### src/rtl/pcm_consts.vh
// constants for the protected channel map codec
`ifndef PCM_CONSTS_VH
`define PCM_CONSTS_VH

// map and frame geometry
`define PCM_MAP_BITS      40
`define PCM_MAP_OCTETS    5
`define PCM_MIC_OCTETS    16
`define PCM_MIC_BITS      128
`define PCM_FRAME_BITS    168
`define PCM_LAST_OCTET    5'h14
`define PCM_CNT_W         5

// field positions
`define PCM_MODE_BIT      0
`define PCM_RSV1_BIT      1
`define PCM_REGION_LSB    2
`define PCM_REGION_W      5
`define PCM_SLOT0_LSB     7
`define PCM_SLOT_W        6
`define PCM_NUM_SLOTS     5
`define PCM_CHAN_W        8
`define PCM_RSV_HI_LSB    37
`define PCM_RSV_HI_W      3

// region designator limits
`define PCM_REGION_LAST   5'h0D
`define PCM_SUBGRP_FIRST  5'h10
`define PCM_SUBGRP_LAST   5'h14

// channel width codes
`define PCM_WIDTH_6MHZ    2'h0
`define PCM_WIDTH_7MHZ    2'h1
`define PCM_WIDTH_8MHZ    2'h2
`define PCM_WIDTH_RSV     2'h3

// subchannel counts per width
`define PCM_SUB_6MHZ      30
`define PCM_SUB_7MHZ      35
`define PCM_SUB_8MHZ      40
`define PCM_SUB_IDX_W     6

`endif

### src/rtl/pcm_slot_codec.v
// one channel slot: actual channel to six-bit slot value and back
`timescale 1ns/100ps
`default_nettype none
`include "pcm_consts.vh"

module pcm_slot_codec #(
  parameter CHAN_W = `PCM_CHAN_W,
  parameter SLOT_W = `PCM_SLOT_W
) (
  input  wire [CHAN_W-1:0] enc_chan_in,
  input  wire              enc_vld_in,
  input  wire [CHAN_W-1:0] base_in,
  input  wire              remap_in,
  output wire [SLOT_W-1:0] enc_slot_out,
  input  wire [SLOT_W-1:0] dec_slot_in,
  input  wire              zero_used_in,
  output wire [CHAN_W-1:0] dec_chan_out,
  output wire              dec_vld_out
);

  wire [CHAN_W-1:0] diff;
  wire [CHAN_W-1:0] slot_ext;
  wire [CHAN_W-1:0] raw_sum;

  // encode: direct number or offset from lowest region channel
  assign diff         = remap_in ? (enc_chan_in - base_in) : enc_chan_in;
  assign enc_slot_out = enc_vld_in ? diff[SLOT_W-1:0] : {SLOT_W{1'b0}};

  // decode: add region offset back, zero slot is empty unless meaningful
  assign slot_ext     = {{(CHAN_W-SLOT_W){1'b0}}, dec_slot_in};
  assign raw_sum      = slot_ext + base_in;
  assign dec_chan_out = remap_in ? raw_sum : slot_ext;
  assign dec_vld_out  = (dec_slot_in != {SLOT_W{1'b0}}) | zero_used_in;

endmodule // pcm_slot_codec
`default_nettype wire

### src/rtl/pcm_sub_shift.v
// removes and restores the beacon's own subchannel in the 8 MHz map
`timescale 1ns/100ps
`default_nettype none
`include "pcm_consts.vh"

module pcm_sub_shift #(
  parameter N     = `PCM_SUB_8MHZ,
  parameter IDX_W = `PCM_SUB_IDX_W
) (
  input  wire [N-1:0]     enc_occ_in,
  input  wire [IDX_W-1:0] own_in,
  output wire [N-2:0]     enc_map_out,
  input  wire [N-2:0]     dec_map_in,
  output wire [N-1:0]     dec_occ_out
);

  genvar i;

  // encode: drop own subchannel, higher ones move down one bit
  generate
    for (i = 0; i < N-1; i = i + 1) begin : g_enc
      assign enc_map_out[i] = (i < own_in) ? enc_occ_in[i] : enc_occ_in[i+1];
    end
  endgenerate

  // decode: inverse shift, own subchannel reported unoccupied
  assign dec_occ_out[0] = (own_in == {IDX_W{1'b0}}) ? 1'b0 : dec_map_in[0];
  generate
    for (i = 1; i < N; i = i + 1) begin : g_dec
      if (i < N-1) begin : g_mid
        assign dec_occ_out[i] = (i < own_in) ? dec_map_in[i] :
                                (i == own_in) ? 1'b0 : dec_map_in[i-1];
      end else begin : g_top
        assign dec_occ_out[i] = (i == own_in) ? 1'b0 : dec_map_in[i-1];
      end
    end
  endgenerate

endmodule // pcm_sub_shift
`default_nettype wire

### src/rtl/pcm_codec.v
// protected channel/subchannel map encoder and decoder with integrity code room
// What this block does
// - map is exactly five octets, following the third parameter octet
// - bit 0 selects channel list (0) or subchannel list (1)
// - channel mode: encoder drives bit 1 to zero
// - channel mode: bits 2 to 6 carry the five-bit region designator
// - regions 00000 to 01101 valid; 01110 and 01111 never generated
// - codes 10000 to 10100 are sub-groups; 10101 upward reserved
// - five six-bit channel slots at bits 7, 13, 19, 25 and 31
// - small regions: channel number placed directly as six-bit value
// - large regions: slot holds channel minus lowest; decoder adds it back
// - channel mode: encoder drives bits 37 to 39 to zero
// - subchannel mode: bit 1 is lowest subchannel, higher bits go upward
// - top subchannel at bit 30, 35 or 39 for 6, 7, 8 MHz
// - subchannel bit set when a protected device centre lies inside
// - unused upper bits driven zero, not decoded as subchannels
// - 8 MHz: beacon's own subchannel is omitted from the map
// - width code 0/1/2 means 6/7/8 MHz, 3 is reserved
// - bit 0 sent first, lowest octet first
// - reserved bits ignored on receive, frame not rejected
// - sixteen-octet integrity code follows the map, supplied from outside
`timescale 1ns/100ps
`default_nettype none
`include "pcm_consts.vh"

module pcm_codec #(
  parameter NSLOT = `PCM_NUM_SLOTS,
  parameter CW    = `PCM_CHAN_W
) (
  input  wire                        clock_in,
  input  wire                        rst_n_in,
  // encoder request from management
  input  wire                        enc_start_in,
  input  wire                        enc_sub_mode_in,
  input  wire [`PCM_REGION_W-1:0]    enc_region_in,
  input  wire                        enc_aggr_in,
  input  wire                        enc_remap_in,
  input  wire [CW-1:0]               enc_base_in,
  input  wire [NSLOT*CW-1:0]         enc_chan_in,
  input  wire [NSLOT-1:0]            enc_chan_vld_in,
  input  wire [1:0]                  enc_width_in,
  input  wire [`PCM_MAP_BITS-1:0]    enc_occ_in,
  input  wire [`PCM_SUB_IDX_W-1:0]   enc_own_sub_in,
  input  wire [`PCM_MIC_BITS-1:0]    enc_mic_in,
  output wire                        enc_busy_out,
  output wire                        enc_err_out,
  output wire [`PCM_MAP_BITS-1:0]    enc_map_out,
  // octet stream to the frame assembler
  output wire [7:0]                  tx_data_out,
  output wire                        tx_valid_out,
  output wire                        tx_last_out,
  input  wire                        tx_ready_in,
  // octet stream from the frame parser
  input  wire [7:0]                  rx_data_in,
  input  wire                        rx_valid_in,
  input  wire                        rx_first_in,
  input  wire [1:0]                  rx_width_in,
  input  wire [`PCM_SUB_IDX_W-1:0]   rx_own_sub_in,
  input  wire                        rx_remap_in,
  input  wire [CW-1:0]               rx_base_in,
  input  wire                        rx_zero_used_in,
  // decoded result
  output wire                        dec_done_out,
  output wire                        dec_err_out,
  output wire                        dec_sub_mode_out,
  output wire [`PCM_REGION_W-1:0]    dec_region_out,
  output wire                        dec_region_rsv_out,
  output wire [NSLOT*CW-1:0]         dec_chan_out,
  output wire [NSLOT-1:0]            dec_chan_vld_out,
  output wire [`PCM_MAP_BITS-1:0]    dec_occ_out,
  output wire [`PCM_MIC_BITS-1:0]    dec_mic_out
);

  localparam SW = `PCM_SLOT_W;
  localparam ST_IDLE = 1'b0;
  localparam ST_SEND = 1'b1;

  reg                        enc_st_r;
  reg [`PCM_FRAME_BITS-1:0]  tx_sh_r;
  reg [`PCM_CNT_W-1:0]       tx_cnt_r;
  reg                        tx_last_r;
  reg                        enc_err_r;
  reg [`PCM_MAP_BITS-1:0]    enc_map_r;
  reg [`PCM_MAP_BITS-1:0]    map_nxt;
  reg                        bad_nxt;

  reg [`PCM_FRAME_BITS-1:0]  rx_sh_r;
  reg [`PCM_CNT_W-1:0]       rx_cnt_r;
  reg                        rx_act_r;
  reg                        rx_full_r;
  reg                        dec_done_r;
  reg                        dec_err_r;
  reg                        dec_sub_r;
  reg [`PCM_REGION_W-1:0]    dec_region_r;
  reg                        dec_rsv_r;
  reg [NSLOT*CW-1:0]         dec_chan_r;
  reg [NSLOT-1:0]            dec_vld_r;
  reg [`PCM_MAP_BITS-1:0]    dec_occ_r;
  reg [`PCM_MIC_BITS-1:0]    dec_mic_r;
  reg [`PCM_MAP_BITS-1:0]    occ_nxt;

  wire [NSLOT*SW-1:0]        enc_slots;
  wire [NSLOT*CW-1:0]        dec_chans;
  wire [NSLOT-1:0]           dec_vlds;
  wire [`PCM_MAP_BITS-2:0]   sub8_map;
  wire [`PCM_MAP_BITS-1:0]   sub8_occ;
  wire [`PCM_MAP_BITS-1:0]   rx_map;
  wire                       region_ok;
  wire                       tx_take;
  wire                       rx_take;

  assign rx_map = rx_sh_r[`PCM_MAP_BITS-1:0];

  // five channel slots, shared between encode and decode
  genvar s;
  generate
    for (s = 0; s < NSLOT; s = s + 1) begin : g_slot
      pcm_slot_codec #(
        .CHAN_W (CW),
        .SLOT_W (SW)
      ) u_slot (
        .enc_chan_in  (enc_chan_in[s*CW +: CW]),
        .enc_vld_in   (enc_chan_vld_in[s]),
        .base_in      (enc_st_r == ST_IDLE ? enc_base_in : rx_base_in),
        .remap_in     (enc_st_r == ST_IDLE ? enc_remap_in : rx_remap_in),
        .enc_slot_out (enc_slots[s*SW +: SW]),
        .dec_slot_in  (rx_map[`PCM_SLOT0_LSB + s*SW +: SW]),
        .zero_used_in (rx_zero_used_in),
        .dec_chan_out (dec_chans[s*CW +: CW]),
        .dec_vld_out  (dec_vlds[s])
      );
    end
  endgenerate

  // own-subchannel removal for 8 MHz channels
  pcm_sub_shift #(
    .N     (`PCM_SUB_8MHZ),
    .IDX_W (`PCM_SUB_IDX_W)
  ) u_shift (
    .enc_occ_in  (enc_occ_in),
    .own_in      (enc_st_r == ST_IDLE ? enc_own_sub_in : rx_own_sub_in),
    .enc_map_out (sub8_map),
    .dec_map_in  (rx_map[`PCM_MAP_BITS-1:1]),
    .dec_occ_out (sub8_occ)
  );

  // region code legal to send: named region, or sub-group under aggregation
  assign region_ok = (enc_region_in <= `PCM_REGION_LAST) |
                     (enc_aggr_in & (enc_region_in >= `PCM_SUBGRP_FIRST) &
                      (enc_region_in <= `PCM_SUBGRP_LAST));

  // build the 40-bit map from the management request
  always @* begin
    map_nxt = {`PCM_MAP_BITS{1'b0}};
    bad_nxt = 1'b0;
    if (!enc_sub_mode_in) begin
      map_nxt[`PCM_MODE_BIT] = 1'b0;
      map_nxt[`PCM_RSV1_BIT] = 1'b0;
      map_nxt[`PCM_REGION_LSB +: `PCM_REGION_W] = enc_region_in;
      map_nxt[`PCM_SLOT0_LSB +: NSLOT*SW] = enc_slots;
      map_nxt[`PCM_RSV_HI_LSB +: `PCM_RSV_HI_W] = 3'h0;
      bad_nxt = ~region_ok;
    end else begin
      map_nxt[`PCM_MODE_BIT] = 1'b1;
      case (enc_width_in)
        `PCM_WIDTH_6MHZ: map_nxt[`PCM_SUB_6MHZ:1] = enc_occ_in[`PCM_SUB_6MHZ-1:0];
        `PCM_WIDTH_7MHZ: map_nxt[`PCM_SUB_7MHZ:1] = enc_occ_in[`PCM_SUB_7MHZ-1:0];
        `PCM_WIDTH_8MHZ: map_nxt[`PCM_MAP_BITS-1:1] = sub8_map;
        default: bad_nxt = 1'b1;
      endcase
    end
  end

  assign tx_take = (enc_st_r == ST_SEND) & tx_ready_in;

  // encoder: load map and code, then stream 21 octets lowest first
  always @(posedge clock_in or negedge rst_n_in) begin
    if (!rst_n_in) begin
      enc_st_r  <= ST_IDLE;
      tx_sh_r   <= {`PCM_FRAME_BITS{1'b0}};
      tx_cnt_r  <= 5'h00;
      tx_last_r <= 1'b0;
      enc_err_r <= 1'b0;
      enc_map_r <= {`PCM_MAP_BITS{1'b0}};
    end else begin
      enc_err_r <= 1'b0;
      case (enc_st_r)
        ST_IDLE: begin
          if (enc_start_in) begin
            if (bad_nxt) begin
              enc_err_r <= 1'b1;
            end else begin
              enc_st_r  <= ST_SEND;
              enc_map_r <= map_nxt;
              tx_sh_r   <= {enc_mic_in, map_nxt};
              tx_cnt_r  <= 5'h00;
              tx_last_r <= 1'b0;
            end
          end
        end
        ST_SEND: begin
          if (tx_take) begin
            tx_sh_r  <= {8'h00, tx_sh_r[`PCM_FRAME_BITS-1:8]};
            tx_cnt_r <= tx_cnt_r + 5'h01;
            tx_last_r <= (tx_cnt_r + 5'h01 == `PCM_LAST_OCTET);
            if (tx_last_r) begin
              enc_st_r  <= ST_IDLE;
              tx_last_r <= 1'b0;
            end
          end
        end
        default: enc_st_r <= ST_IDLE;
      endcase
    end
  end

  assign rx_take = rx_valid_in & (rx_first_in | rx_act_r);

  // receiver: collect map and code octets, lowest first
  always @(posedge clock_in or negedge rst_n_in) begin
    if (!rst_n_in) begin
      rx_sh_r   <= {`PCM_FRAME_BITS{1'b0}};
      rx_cnt_r  <= 5'h00;
      rx_act_r  <= 1'b0;
      rx_full_r <= 1'b0;
    end else begin
      rx_full_r <= 1'b0;
      if (rx_take) begin
        rx_sh_r <= {rx_data_in, rx_sh_r[`PCM_FRAME_BITS-1:8]};
        if (rx_first_in) begin
          rx_cnt_r <= 5'h01;
          rx_act_r <= 1'b1;
        end else begin
          rx_cnt_r <= rx_cnt_r + 5'h01;
          if (rx_cnt_r == `PCM_LAST_OCTET) begin
            rx_act_r  <= 1'b0;
            rx_full_r <= 1'b1;
          end
        end
      end
    end
  end

  // subchannel occupancy from the received map, upper bits ignored
  always @* begin
    occ_nxt = {`PCM_MAP_BITS{1'b0}};
    case (rx_width_in)
      `PCM_WIDTH_6MHZ: occ_nxt[`PCM_SUB_6MHZ-1:0] = rx_map[`PCM_SUB_6MHZ:1];
      `PCM_WIDTH_7MHZ: occ_nxt[`PCM_SUB_7MHZ-1:0] = rx_map[`PCM_SUB_7MHZ:1];
      `PCM_WIDTH_8MHZ: occ_nxt = sub8_occ;
      default: occ_nxt = {`PCM_MAP_BITS{1'b0}};
    endcase
  end

  // decoder: register the interpretation one cycle after the last octet
  always @(posedge clock_in or negedge rst_n_in) begin
    if (!rst_n_in) begin
      dec_done_r   <= 1'b0;
      dec_err_r    <= 1'b0;
      dec_sub_r    <= 1'b0;
      dec_region_r <= 5'h00;
      dec_rsv_r    <= 1'b0;
      dec_chan_r   <= {NSLOT*CW{1'b0}};
      dec_vld_r    <= {NSLOT{1'b0}};
      dec_occ_r    <= {`PCM_MAP_BITS{1'b0}};
      dec_mic_r    <= {`PCM_MIC_BITS{1'b0}};
    end else begin
      dec_done_r <= rx_full_r;
      if (rx_full_r) begin
        dec_sub_r <= rx_map[`PCM_MODE_BIT];
        dec_mic_r <= rx_sh_r[`PCM_FRAME_BITS-1:`PCM_MAP_BITS];
        if (!rx_map[`PCM_MODE_BIT]) begin
          // bits 1 and 37..39 never looked at
          dec_region_r <= rx_map[`PCM_REGION_LSB +: `PCM_REGION_W];
          dec_rsv_r    <= (rx_map[`PCM_REGION_LSB +: `PCM_REGION_W] > `PCM_REGION_LAST) &
                          ((rx_map[`PCM_REGION_LSB +: `PCM_REGION_W] < `PCM_SUBGRP_FIRST) |
                           (rx_map[`PCM_REGION_LSB +: `PCM_REGION_W] > `PCM_SUBGRP_LAST));
          dec_chan_r   <= dec_chans;
          dec_vld_r    <= dec_vlds;
          dec_occ_r    <= {`PCM_MAP_BITS{1'b0}};
          dec_err_r    <= 1'b0;
        end else begin
          dec_region_r <= 5'h00;
          dec_rsv_r    <= 1'b0;
          dec_chan_r   <= {NSLOT*CW{1'b0}};
          dec_vld_r    <= {NSLOT{1'b0}};
          dec_occ_r    <= occ_nxt;
          dec_err_r    <= (rx_width_in == `PCM_WIDTH_RSV);
        end
      end
    end
  end

  // outputs straight from flops
  assign enc_busy_out       = enc_st_r;
  assign enc_err_out        = enc_err_r;
  assign enc_map_out        = enc_map_r;
  assign tx_data_out        = tx_sh_r[7:0];
  assign tx_valid_out       = enc_st_r;
  assign tx_last_out        = tx_last_r;
  assign dec_done_out       = dec_done_r;
  assign dec_err_out        = dec_err_r;
  assign dec_sub_mode_out   = dec_sub_r;
  assign dec_region_out     = dec_region_r;
  assign dec_region_rsv_out = dec_rsv_r;
  assign dec_chan_out       = dec_chan_r;
  assign dec_chan_vld_out   = dec_vld_r;
  assign dec_occ_out        = dec_occ_r;
  assign dec_mic_out        = dec_mic_r;

endmodule // pcm_codec
`default_nettype wire

### config.mk
export PLATFORM = sky130hd
export DESIGN_NAME = pcm_codec
export DESIGN_NICKNAME = d
export VERILOG_FILES = /design/src/rtl/pcm_slot_codec.v /design/src/rtl/pcm_sub_shift.v /design/src/rtl/pcm_codec.v
export VERILOG_INCLUDE_DIRS = /design/src /design/src/rtl
export SDC_FILE = /design/constraint.sdc
export NUM_CORES = 1
export LEC_CHECK = 0
export ABC_AREA = 1
export BUFFER_PORTS_ARGS = -buffer_cell sky130_fd_sc_hd__buf_4
export CORE_UTILIZATION = 45
export CTS_BUF_LIST = sky130_fd_sc_hd__clkbuf_16
export CTS_CLUSTER_DIAMETER = 30
export DETAILED_ROUTE_END_ITERATION = 16
export PLACE_DENSITY = 0.74
export SLEW_MARGIN = 20
export SYNTH_ARGS = -nofsm -noshare
export SYNTH_HDL_FRONTEND = slang
export SYNTH_HIERARCHICAL = 1
export SYNTH_SLANG_ARGS = --single-unit
### constraint.sdc
create_clock -name clock_in -period 3.15 [get_ports clock_in]
set_clock_uncertainty 0.2 [all_clocks]
set_input_delay 0.315 -clock clock_in [delete_from_list [all_inputs] [get_ports clock_in]]
set_output_delay 0.315 -clock clock_in [all_outputs]
set_load 0.05 [all_outputs]
---- Word-level counts from Yosys, hierarchy flattened ----
Cells that the tools add are included.
cells by class
  muxes and demuxes ....................... 177
  order comparisons ....................... 45
  reductions and logical operators ........ 15
  add/sub/neg operators ................... 12
  bitwise operators ....................... 16
  eq/ne operators ......................... 49
operator list
  kind                   count
  $mux W168              3
  $pmux W168 S2          1
  $mux W1                138
  $mux W40               3
  $pmux W30 S2           2
  $eq A5 B6 Y1 const A   16
  $lt A5 B6 Y1 const A   16
  $mux W6                11
  $eq A4 B6 Y1 const A   8
  $eq A6 B6 Y1 const A   8
  $lt A4 B6 Y1 const A   8
  $mux W8                6
  $lt A6 B6 Y1 const A   7
  $add A6 B8 Y8          5
  $mux W5                7
  $pmux W5 S2            3
  $reduce_bool A6 Y1     5
  $sub A6 B6 Y6          5
  $eq A3 B6 Y1 const A   4
  $lt A3 B6 Y1 const A   4
  $eq A2 B6 Y1 const A   2
  $lt A1 B6 Y1 const A   2
  $lt A2 B6 Y1 const A   2
  $add A5 B1 Y5 const B  2
  other kinds (24)       46
storage, ports and cells
  output and inout bits ................... 274
  input bits .............................. 269
  flip-flop bits (word level) ............. 613
  word-level logic and storage cells ...... 333

---- Depth between registers and ports, before layout ----
  depth after elaboration ................. 9
  gate-level depth with buffers ........... 22
  mapped depth without buffers ............ 18

---- Cells and area by module ----
The synthesis kept the hierarchy.
modules (own cells, without submodules)
  module          cells each  instances  sequential area each (um^2)  area each (um^2)
  pcm_codec       3174        1          15339.7                      26405.3
  pcm_slot_codec  137         5          0.0                          748.2
  pcm_sub_shift   387         1          0.0                          1762.9

---- Least setup slack after synthesis ----
OpenSTA, ideal clock, no wires.
  path kind ............................... reg2reg
  from .................................... register enc_st_r (netlist: enc_busy_out)
  to ...................................... register tx_sh_r[36]
  buffers on the path ..................... 3
  required time ........................... 2.833 ns
  cell stages (with the launch flop) ...... 20
  path slack .............................. -0.415 ns
  clock period less this slack ............ 3.565 ns
  arrival ................................. 3.248 ns
  library setup time ...................... 0.117 ns
  cells stage by stage .................... dfrtp_1 > buf_2 > clkbuf_1 > clkbuf_1 > nand2_1 > nand2_1 > inv_1 > ha_1 > nand2_1 > nor2_1 > nand2_1 > nand4_1 > nand3_1 > nand2_1 > inv_1 > a22o_1 > nand2_1 > o21ai_0 > nand2_1 > nand2_1
between the ends
  longest elaborated chain between the ends .. 8
  elaborated cells on any way between the ends .. 19
  classes of those cells .................. add/sub: 1; order compare: 1; eq/ne: 3; mux: 11; bitwise: 2; reduce/logical: 1
ends and longest elaborated chain
  what                    line                 RTL
  from (decl)             pcm_codec.v:78       reg enc_st_r;
  from (signal assigned)  pcm_codec.v:179      enc_st_r <= ST_IDLE;
  from (signal assigned)  pcm_codec.v:193      enc_st_r <= ST_SEND;
  from (signal assigned)  pcm_codec.v:207      enc_st_r <= ST_IDLE;
  $mux W8                 pcm_codec.v:124      .base_in (enc_st_r == ST_IDLE ? enc_base_in : rx_base_in),
  $sub A6 B6 Y6           pcm_slot_codec.v:26  assign diff = remap_in ? (enc_chan_in - base_in) : enc_chan_in;
  $mux W6 *               pcm_slot_codec.v:26
  $mux W6 *               pcm_slot_codec.v:27  assign enc_slot_out = enc_vld_in ? diff[SLOT_W-1:0] : {SLOT_W{1'b0}};
  net enc_slots[29]       pcm_codec.v:102      wire [NSLOT*SW-1:0] enc_slots;
  $mux W40 *              pcm_codec.v:156      if (!enc_sub_mode_in) begin
  $mux W168 *             pcm_codec.v:190      if (bad_nxt) begin
  $mux W168 *             pcm_codec.v:189      if (enc_start_in) begin
  $pmux W168 S2 *         pcm_codec.v:187      case (enc_st_r)
  to (signal assigned)    pcm_codec.v:180      tx_sh_r <= {`PCM_FRAME_BITS{1'b0}};
  to (signal assigned)    pcm_codec.v:195      tx_sh_r <= {enc_mic_in, map_nxt};
  to (signal assigned)    pcm_codec.v:203      tx_sh_r <= {8'h00, tx_sh_r[`PCM_FRAME_BITS-1:8]};
  to (decl)               pcm_codec.v:79       reg [`PCM_FRAME_BITS-1:0] tx_sh_r;
Mark *: on every way through the listed nets, which the timed path passes. The rest lies on a longest branch. The select of a mux whose other input is x is not followed.
A chain may end at the register's enable or synchronous reset.

---- Worst setup path after layout ----
  from .................................... register enc_st_r (netlist: enc_busy_out)
  to ...................................... register enc_map_r[5] (netlist: enc_map_out[5])
between the ends
  longest elaborated chain between the ends .. 5
  elaborated cells on any way between the ends .. 7
  classes of those cells .................. order compare: 1; mux: 4; bitwise: 1; reduce/logical: 1
ends and longest elaborated chain
  what                  line                RTL
  $mux W6               pcm_codec.v:141     .own_in (enc_st_r == ST_IDLE ? enc_own_sub_in : rx_own_sub_in),
  $lt A3 B6 Y1          pcm_sub_shift.v:22  assign enc_map_out[i] = (i < own_in) ? enc_occ_in[i] : enc_occ_in[i+1];
  $mux W1               pcm_sub_shift.v:22
  net sub8_map[4]       pcm_codec.v:105     wire [`PCM_MAP_BITS-2:0] sub8_map;
  $pmux W30 S2          pcm_codec.v:165     case (enc_width_in)
  $mux W40              pcm_codec.v:156
  to (signal assigned)  pcm_codec.v:184     enc_map_r <= {`PCM_MAP_BITS{1'b0}};
  to (signal assigned)  pcm_codec.v:194     enc_map_r <= map_nxt;
  to (decl)             pcm_codec.v:83      reg [`PCM_MAP_BITS-1:0] enc_map_r;
The timed path passes the listed nets, and every way through them passes these cells.

==> metrics.yaml <==
critPathMostFrequentCell: "sky130_fd_sc_hd__nand2_1"
worstReg2RegStart: "enc_busy_out"
worst_hold_path_type: "in2reg"
max-cap-violations: 0
worst-path-stages: 16
setup_ws_ns: 0.0931
gr-usage-all-layers_pct: 32.1
clock_buffers_created_by_tritoncts: 134
peakVddDrop_uv: 618
setup.worst_path.class: "reg2reg"
grt_antenna_before_repair: 10
synth_enable_flop_cells: 0
synth_seq_area_share_pct: 48.1
timing.critical_path.required_ns: 3.53
finalPower_mw: 35.2
critical_path_at_ns: 3.44
crit_path_max_fanout: 16
drtAntennaViolNets: 0
worst_slew_margin_rel_pct: 27.9
grt_overflow_total: 0
grt_max_degree: 213
nets: 5290
die_h_um: 268
layout.core_utilization_pct: 61.9
gp_routability_congestion: 1.01
delay_contributed_by_the_slowest_stage_of_the_critical_path_ns: 0.55
drt_pass1_iterations: 6
hold_start: "enc_occ_in[35]"
root_cell_of_the_clock_tree: "sky130_fd_sc_hd__clkbuf_16"
dp_worst_setup_slack_ns: 0.148
worst_skew_pair.late_latency_ns: 0.70
postSynth.topFlopCell: "sky130_fd_sc_hd__dfrtp_1"
die_area_mm2: 0.0720
flip_flop_and_latch_count_after_synthesis: 613
placed_cell_area_mm2: 0.0369
cp-end-kind: "flip-flop"
synth_cells: 4246
power_per_cell_area_mw_per_mm2: 810
power.net_switching_mw: 12.8
cts.htree.levels: 4
worstMarginPinSlew_ns: 1.08
detailedPlacementHpwl_um: 76400
regToRegEndpoint: "enc_map_out[5]"
share_of_final_layout_standard_cells_stronger_than_drive_strength_1_pct: 18.2
vias_in_the_first_global_route: 31200
reg2regPathDepth: 16
path_delay_family: "simple AND/OR/NAND/NOR gates"
combined_buffer_and_inverter_count_along_the_critical_path: 3
final.min_clock_period_ns: 3.06
route.detailed.drc: 0
seq_power_share_pct: 31.0
outcome: "finished clean"
setup_viol: 0
number_of_placement_rows: 97
fin_hold_ws_ns: 0.0292
core_mm2: 0.0701
hold_violations: 0
final_common_cell: "sky130_fd_sc_hd__nand2_1"
syn-cell-area_mm2: 0.0319
clock_sinks: 613
worst_path_max_delay_cell: "sky130_fd_sc_hd__dlygate4sd3_1"
layout.filler_cells: 5948
timing.final.max_slew_violations: 0
most-common-layout-cells: "sky130_fd_sc_hd__nand2_1 (1876), sky130_fd_sc_hd__dfrtp_1 (611), sky130_fd_sc_hd__buf_4 (601), sky130_fd_sc_hd__o21ai_0 (371), sky130_fd_sc_hd__nand3_1 (344)"
p_int_mw: 22.3
critical_path.endpoint: "enc_map_out[5]"
synthArstFlopShare_pct: 100
first_pass_grt_wire_length_um: 178000
vias_per_cell: 5.37
syn_to_final_growth_pct: 36.1
cts.clk_slew.worst_paths_ns: 0.05
synthDistinctLibCells: 44
finalWirelength_um: 118000
yosysWarningCount: 6
port_buffers: 532
synth.net_count: 4593
wl_per_cell_um: 19.6
number_of_placed_instances_taps_included: 5561
tritoncts: "built"
clockPowerShare_pct: 40.4
floorplan.initialDensity_pct: 45.5
fin_setup_tns_ns: 0
fmax_mhz: 327
finalCritPeriodShare_pct: 97.0
switching_share_pct: 36.5
worstSetupStartpoint: "enc_busy_out"
postSynthAreaPerCell_um2: 7.52
final-instance-count-excl-fill: 6001
comb_power_share_pct: 28.6
num_io_pins: 543
finalInstanceArea_mm2: 0.0434
leakagePower_nw: 23.2
drt_iter0_drc: 3642
cts_buffer_depth: 3
nature_of_the_critical_path_startpoint: "flip-flop"
vias: 32200
r2r_setup_slack_ns: 0.09
die_w_um: 268
timing.critical_path.cells: "buf_12, nand2_1, nand2_2, nor2_2, nand2_2, inv_2, nor2_2, nand2_1, nand2_1, nand2_1, nand2_1, nand2_1, o21ai_0, nand3_1, nand2_1, dlygate4sd3_1"
==> worst register-to-register path, cell delays in order, from the launching register on <==
cell and delay (ns):
sky130_fd_sc_hd__dfrtp_4 0.52, sky130_fd_sc_hd__buf_12 0.18, sky130_fd_sc_hd__nand2_1 0.09, sky130_fd_sc_hd__nand2_2 0.17, sky130_fd_sc_hd__nor2_2 0.19, sky130_fd_sc_hd__nand2_2 0.12, sky130_fd_sc_hd__inv_2 0.18, sky130_fd_sc_hd__nor2_2 0.09
sky130_fd_sc_hd__nand2_1 0.06, sky130_fd_sc_hd__nand2_1 0.05, sky130_fd_sc_hd__nand2_1 0.07, sky130_fd_sc_hd__nand2_1 0.07, sky130_fd_sc_hd__nand2_1 0.12, sky130_fd_sc_hd__o21ai_0 0.15, sky130_fd_sc_hd__nand3_1 0.09, sky130_fd_sc_hd__nand2_1 0.06
sky130_fd_sc_hd__dlygate4sd3_1 0.55
==> synthesized netlist by cell type, types with 2 or more instances <==
master,n,area share [%]
sky130_fd_sc_hd__nand2_4,7,0.25
sky130_fd_sc_hd__a21oi_2,5,0.14
sky130_fd_sc_hd__xor2_1,3,0.082
sky130_fd_sc_hd__or2_1,5,0.098
sky130_fd_sc_hd__nand3_1,344,5.4
sky130_fd_sc_hd__buf_6,13,0.46
sky130_fd_sc_hd__ha_1,68,2.7
sky130_fd_sc_hd__buf_4,28,0.66
sky130_fd_sc_hd__clkinv_1,2,0.024
sky130_fd_sc_hd__nor2_2,9,0.18
sky130_fd_sc_hd__buf_1,11,0.13
sky130_fd_sc_hd__xnor2_1,6,0.16
sky130_fd_sc_hd__nand4_1,8,0.16
sky130_fd_sc_hd__clkbuf_1,169,2.0
sky130_fd_sc_hd__a22oi_1,35,0.82
sky130_fd_sc_hd__and2_4,5,0.14
sky130_fd_sc_hd__nand3b_1,20,0.47
sky130_fd_sc_hd__a21o_1,5,0.12
sky130_fd_sc_hd__a22o_1,47,1.3
sky130_fd_sc_hd__nand2_1,1885,22
sky130_fd_sc_hd__o21ai_1,12,0.19
sky130_fd_sc_hd__o21ai_2,7,0.19
sky130_fd_sc_hd__a21oi_1,50,0.78
sky130_fd_sc_hd__a32o_1,10,0.31
sky130_fd_sc_hd__o21ai_0,371,5.8
sky130_fd_sc_hd__or2_2,7,0.14
sky130_fd_sc_hd__inv_1,274,3.2
sky130_fd_sc_hd__nand2_2,8,0.16
sky130_fd_sc_hd__buf_2,24,0.38
sky130_fd_sc_hd__fa_1,10,0.63
sky130_fd_sc_hd__nor2_4,4,0.14
sky130_fd_sc_hd__nor2_1,122,1.4
sky130_fd_sc_hd__inv_2,8,0.094
sky130_fd_sc_hd__nor3_1,8,0.13
sky130_fd_sc_hd__a31oi_1,31,0.61
sky130_fd_sc_hd__dfrtp_1,613,48
sky130_fd_sc_hd__nor4_1,5,0.098
==> per-layer routing <==
metal	up-vias	routed length (um)	track usage [%]
li1	15000	-	-
met1	15200	46600	40.8
met2	1671	53700	49.6
met3	361	12000	10.2
met4	4	5320	15.1
met5	-	23	0
==> sequential cells by signal (all words and copies together) (netlist names), 40 cells and up <==
name / flops
rx_sh_r: 168
tx_sh_r: 168
dec_mic_out: 128
dec_chan_out: 40
dec_occ_out: 40
enc_map_out: 40
==> worst min path at each step <==
stage | to | cells past startpoint
final | enc_map_out[36] | 6
after global routing | enc_map_out[30] | 7
after CTS | enc_map_out[35] | 9
after detailed placement | enc_map_out[10] | 1
after global placement | enc_map_out[10] | 1
after floorplan | dec_chan_out[0] | 0
==> power by group through the flow <==
stage	logic [mW]	clock network [mW]	registers [mW]
2_1_floorplan	5.51	0	11.7
3_3_place_gp	9.35	0	10.9
3_5_place_dp	9.48	0	10.9
4_1_cts	9.78	14.3	10.8
5_1_grt	11.0	14.7	11.0
6_report	10.1	14.2	10.9
==> layout make-up <==
type / count / area [um2] / share of cell area [%]
sequential: 613 / 15300 / 35.3
multi-input combinational: 3103 / 14400 / 33.2
timing repair buffer: 806 / 6750 / 15.6
clock buffer: 137 / 3430 / 7.89
tap: 940 / 1180 / 2.71
clock inverter: 108 / 1170 / 2.71
inverter: 285 / 1090 / 2.51
antenna: 9 / 22.5 / 0.0519
==> what timing repair did <==
item / in CTS / in global routing
gates resized for setup: 0 / 15
setup endpoints to repair: 0 / 11
hold endpoints to repair: 289 / 0
setup buffers: 0 / 0
hold buffers: 185 / 0
==> cells by family (layout without fill, tap and decap cells) <==
logic type               count (synthesis)  count (layout)  share of synthesized area [%]
AND/OR/NAND/NOR                       2439            2439                           31.0
flip-flops                             613             613                           48.1
AO/OA/AOI/OAI                          577             577                           10.4
buffers and inverters                  530            1336                           6.97
adder cells (fa/ha/maj)                 78              78                           3.29
XOR/XNOR                                 9               9                          0.247
other                                    0               9                              0
Note: power is estimated with default switching activity, not from simulation.
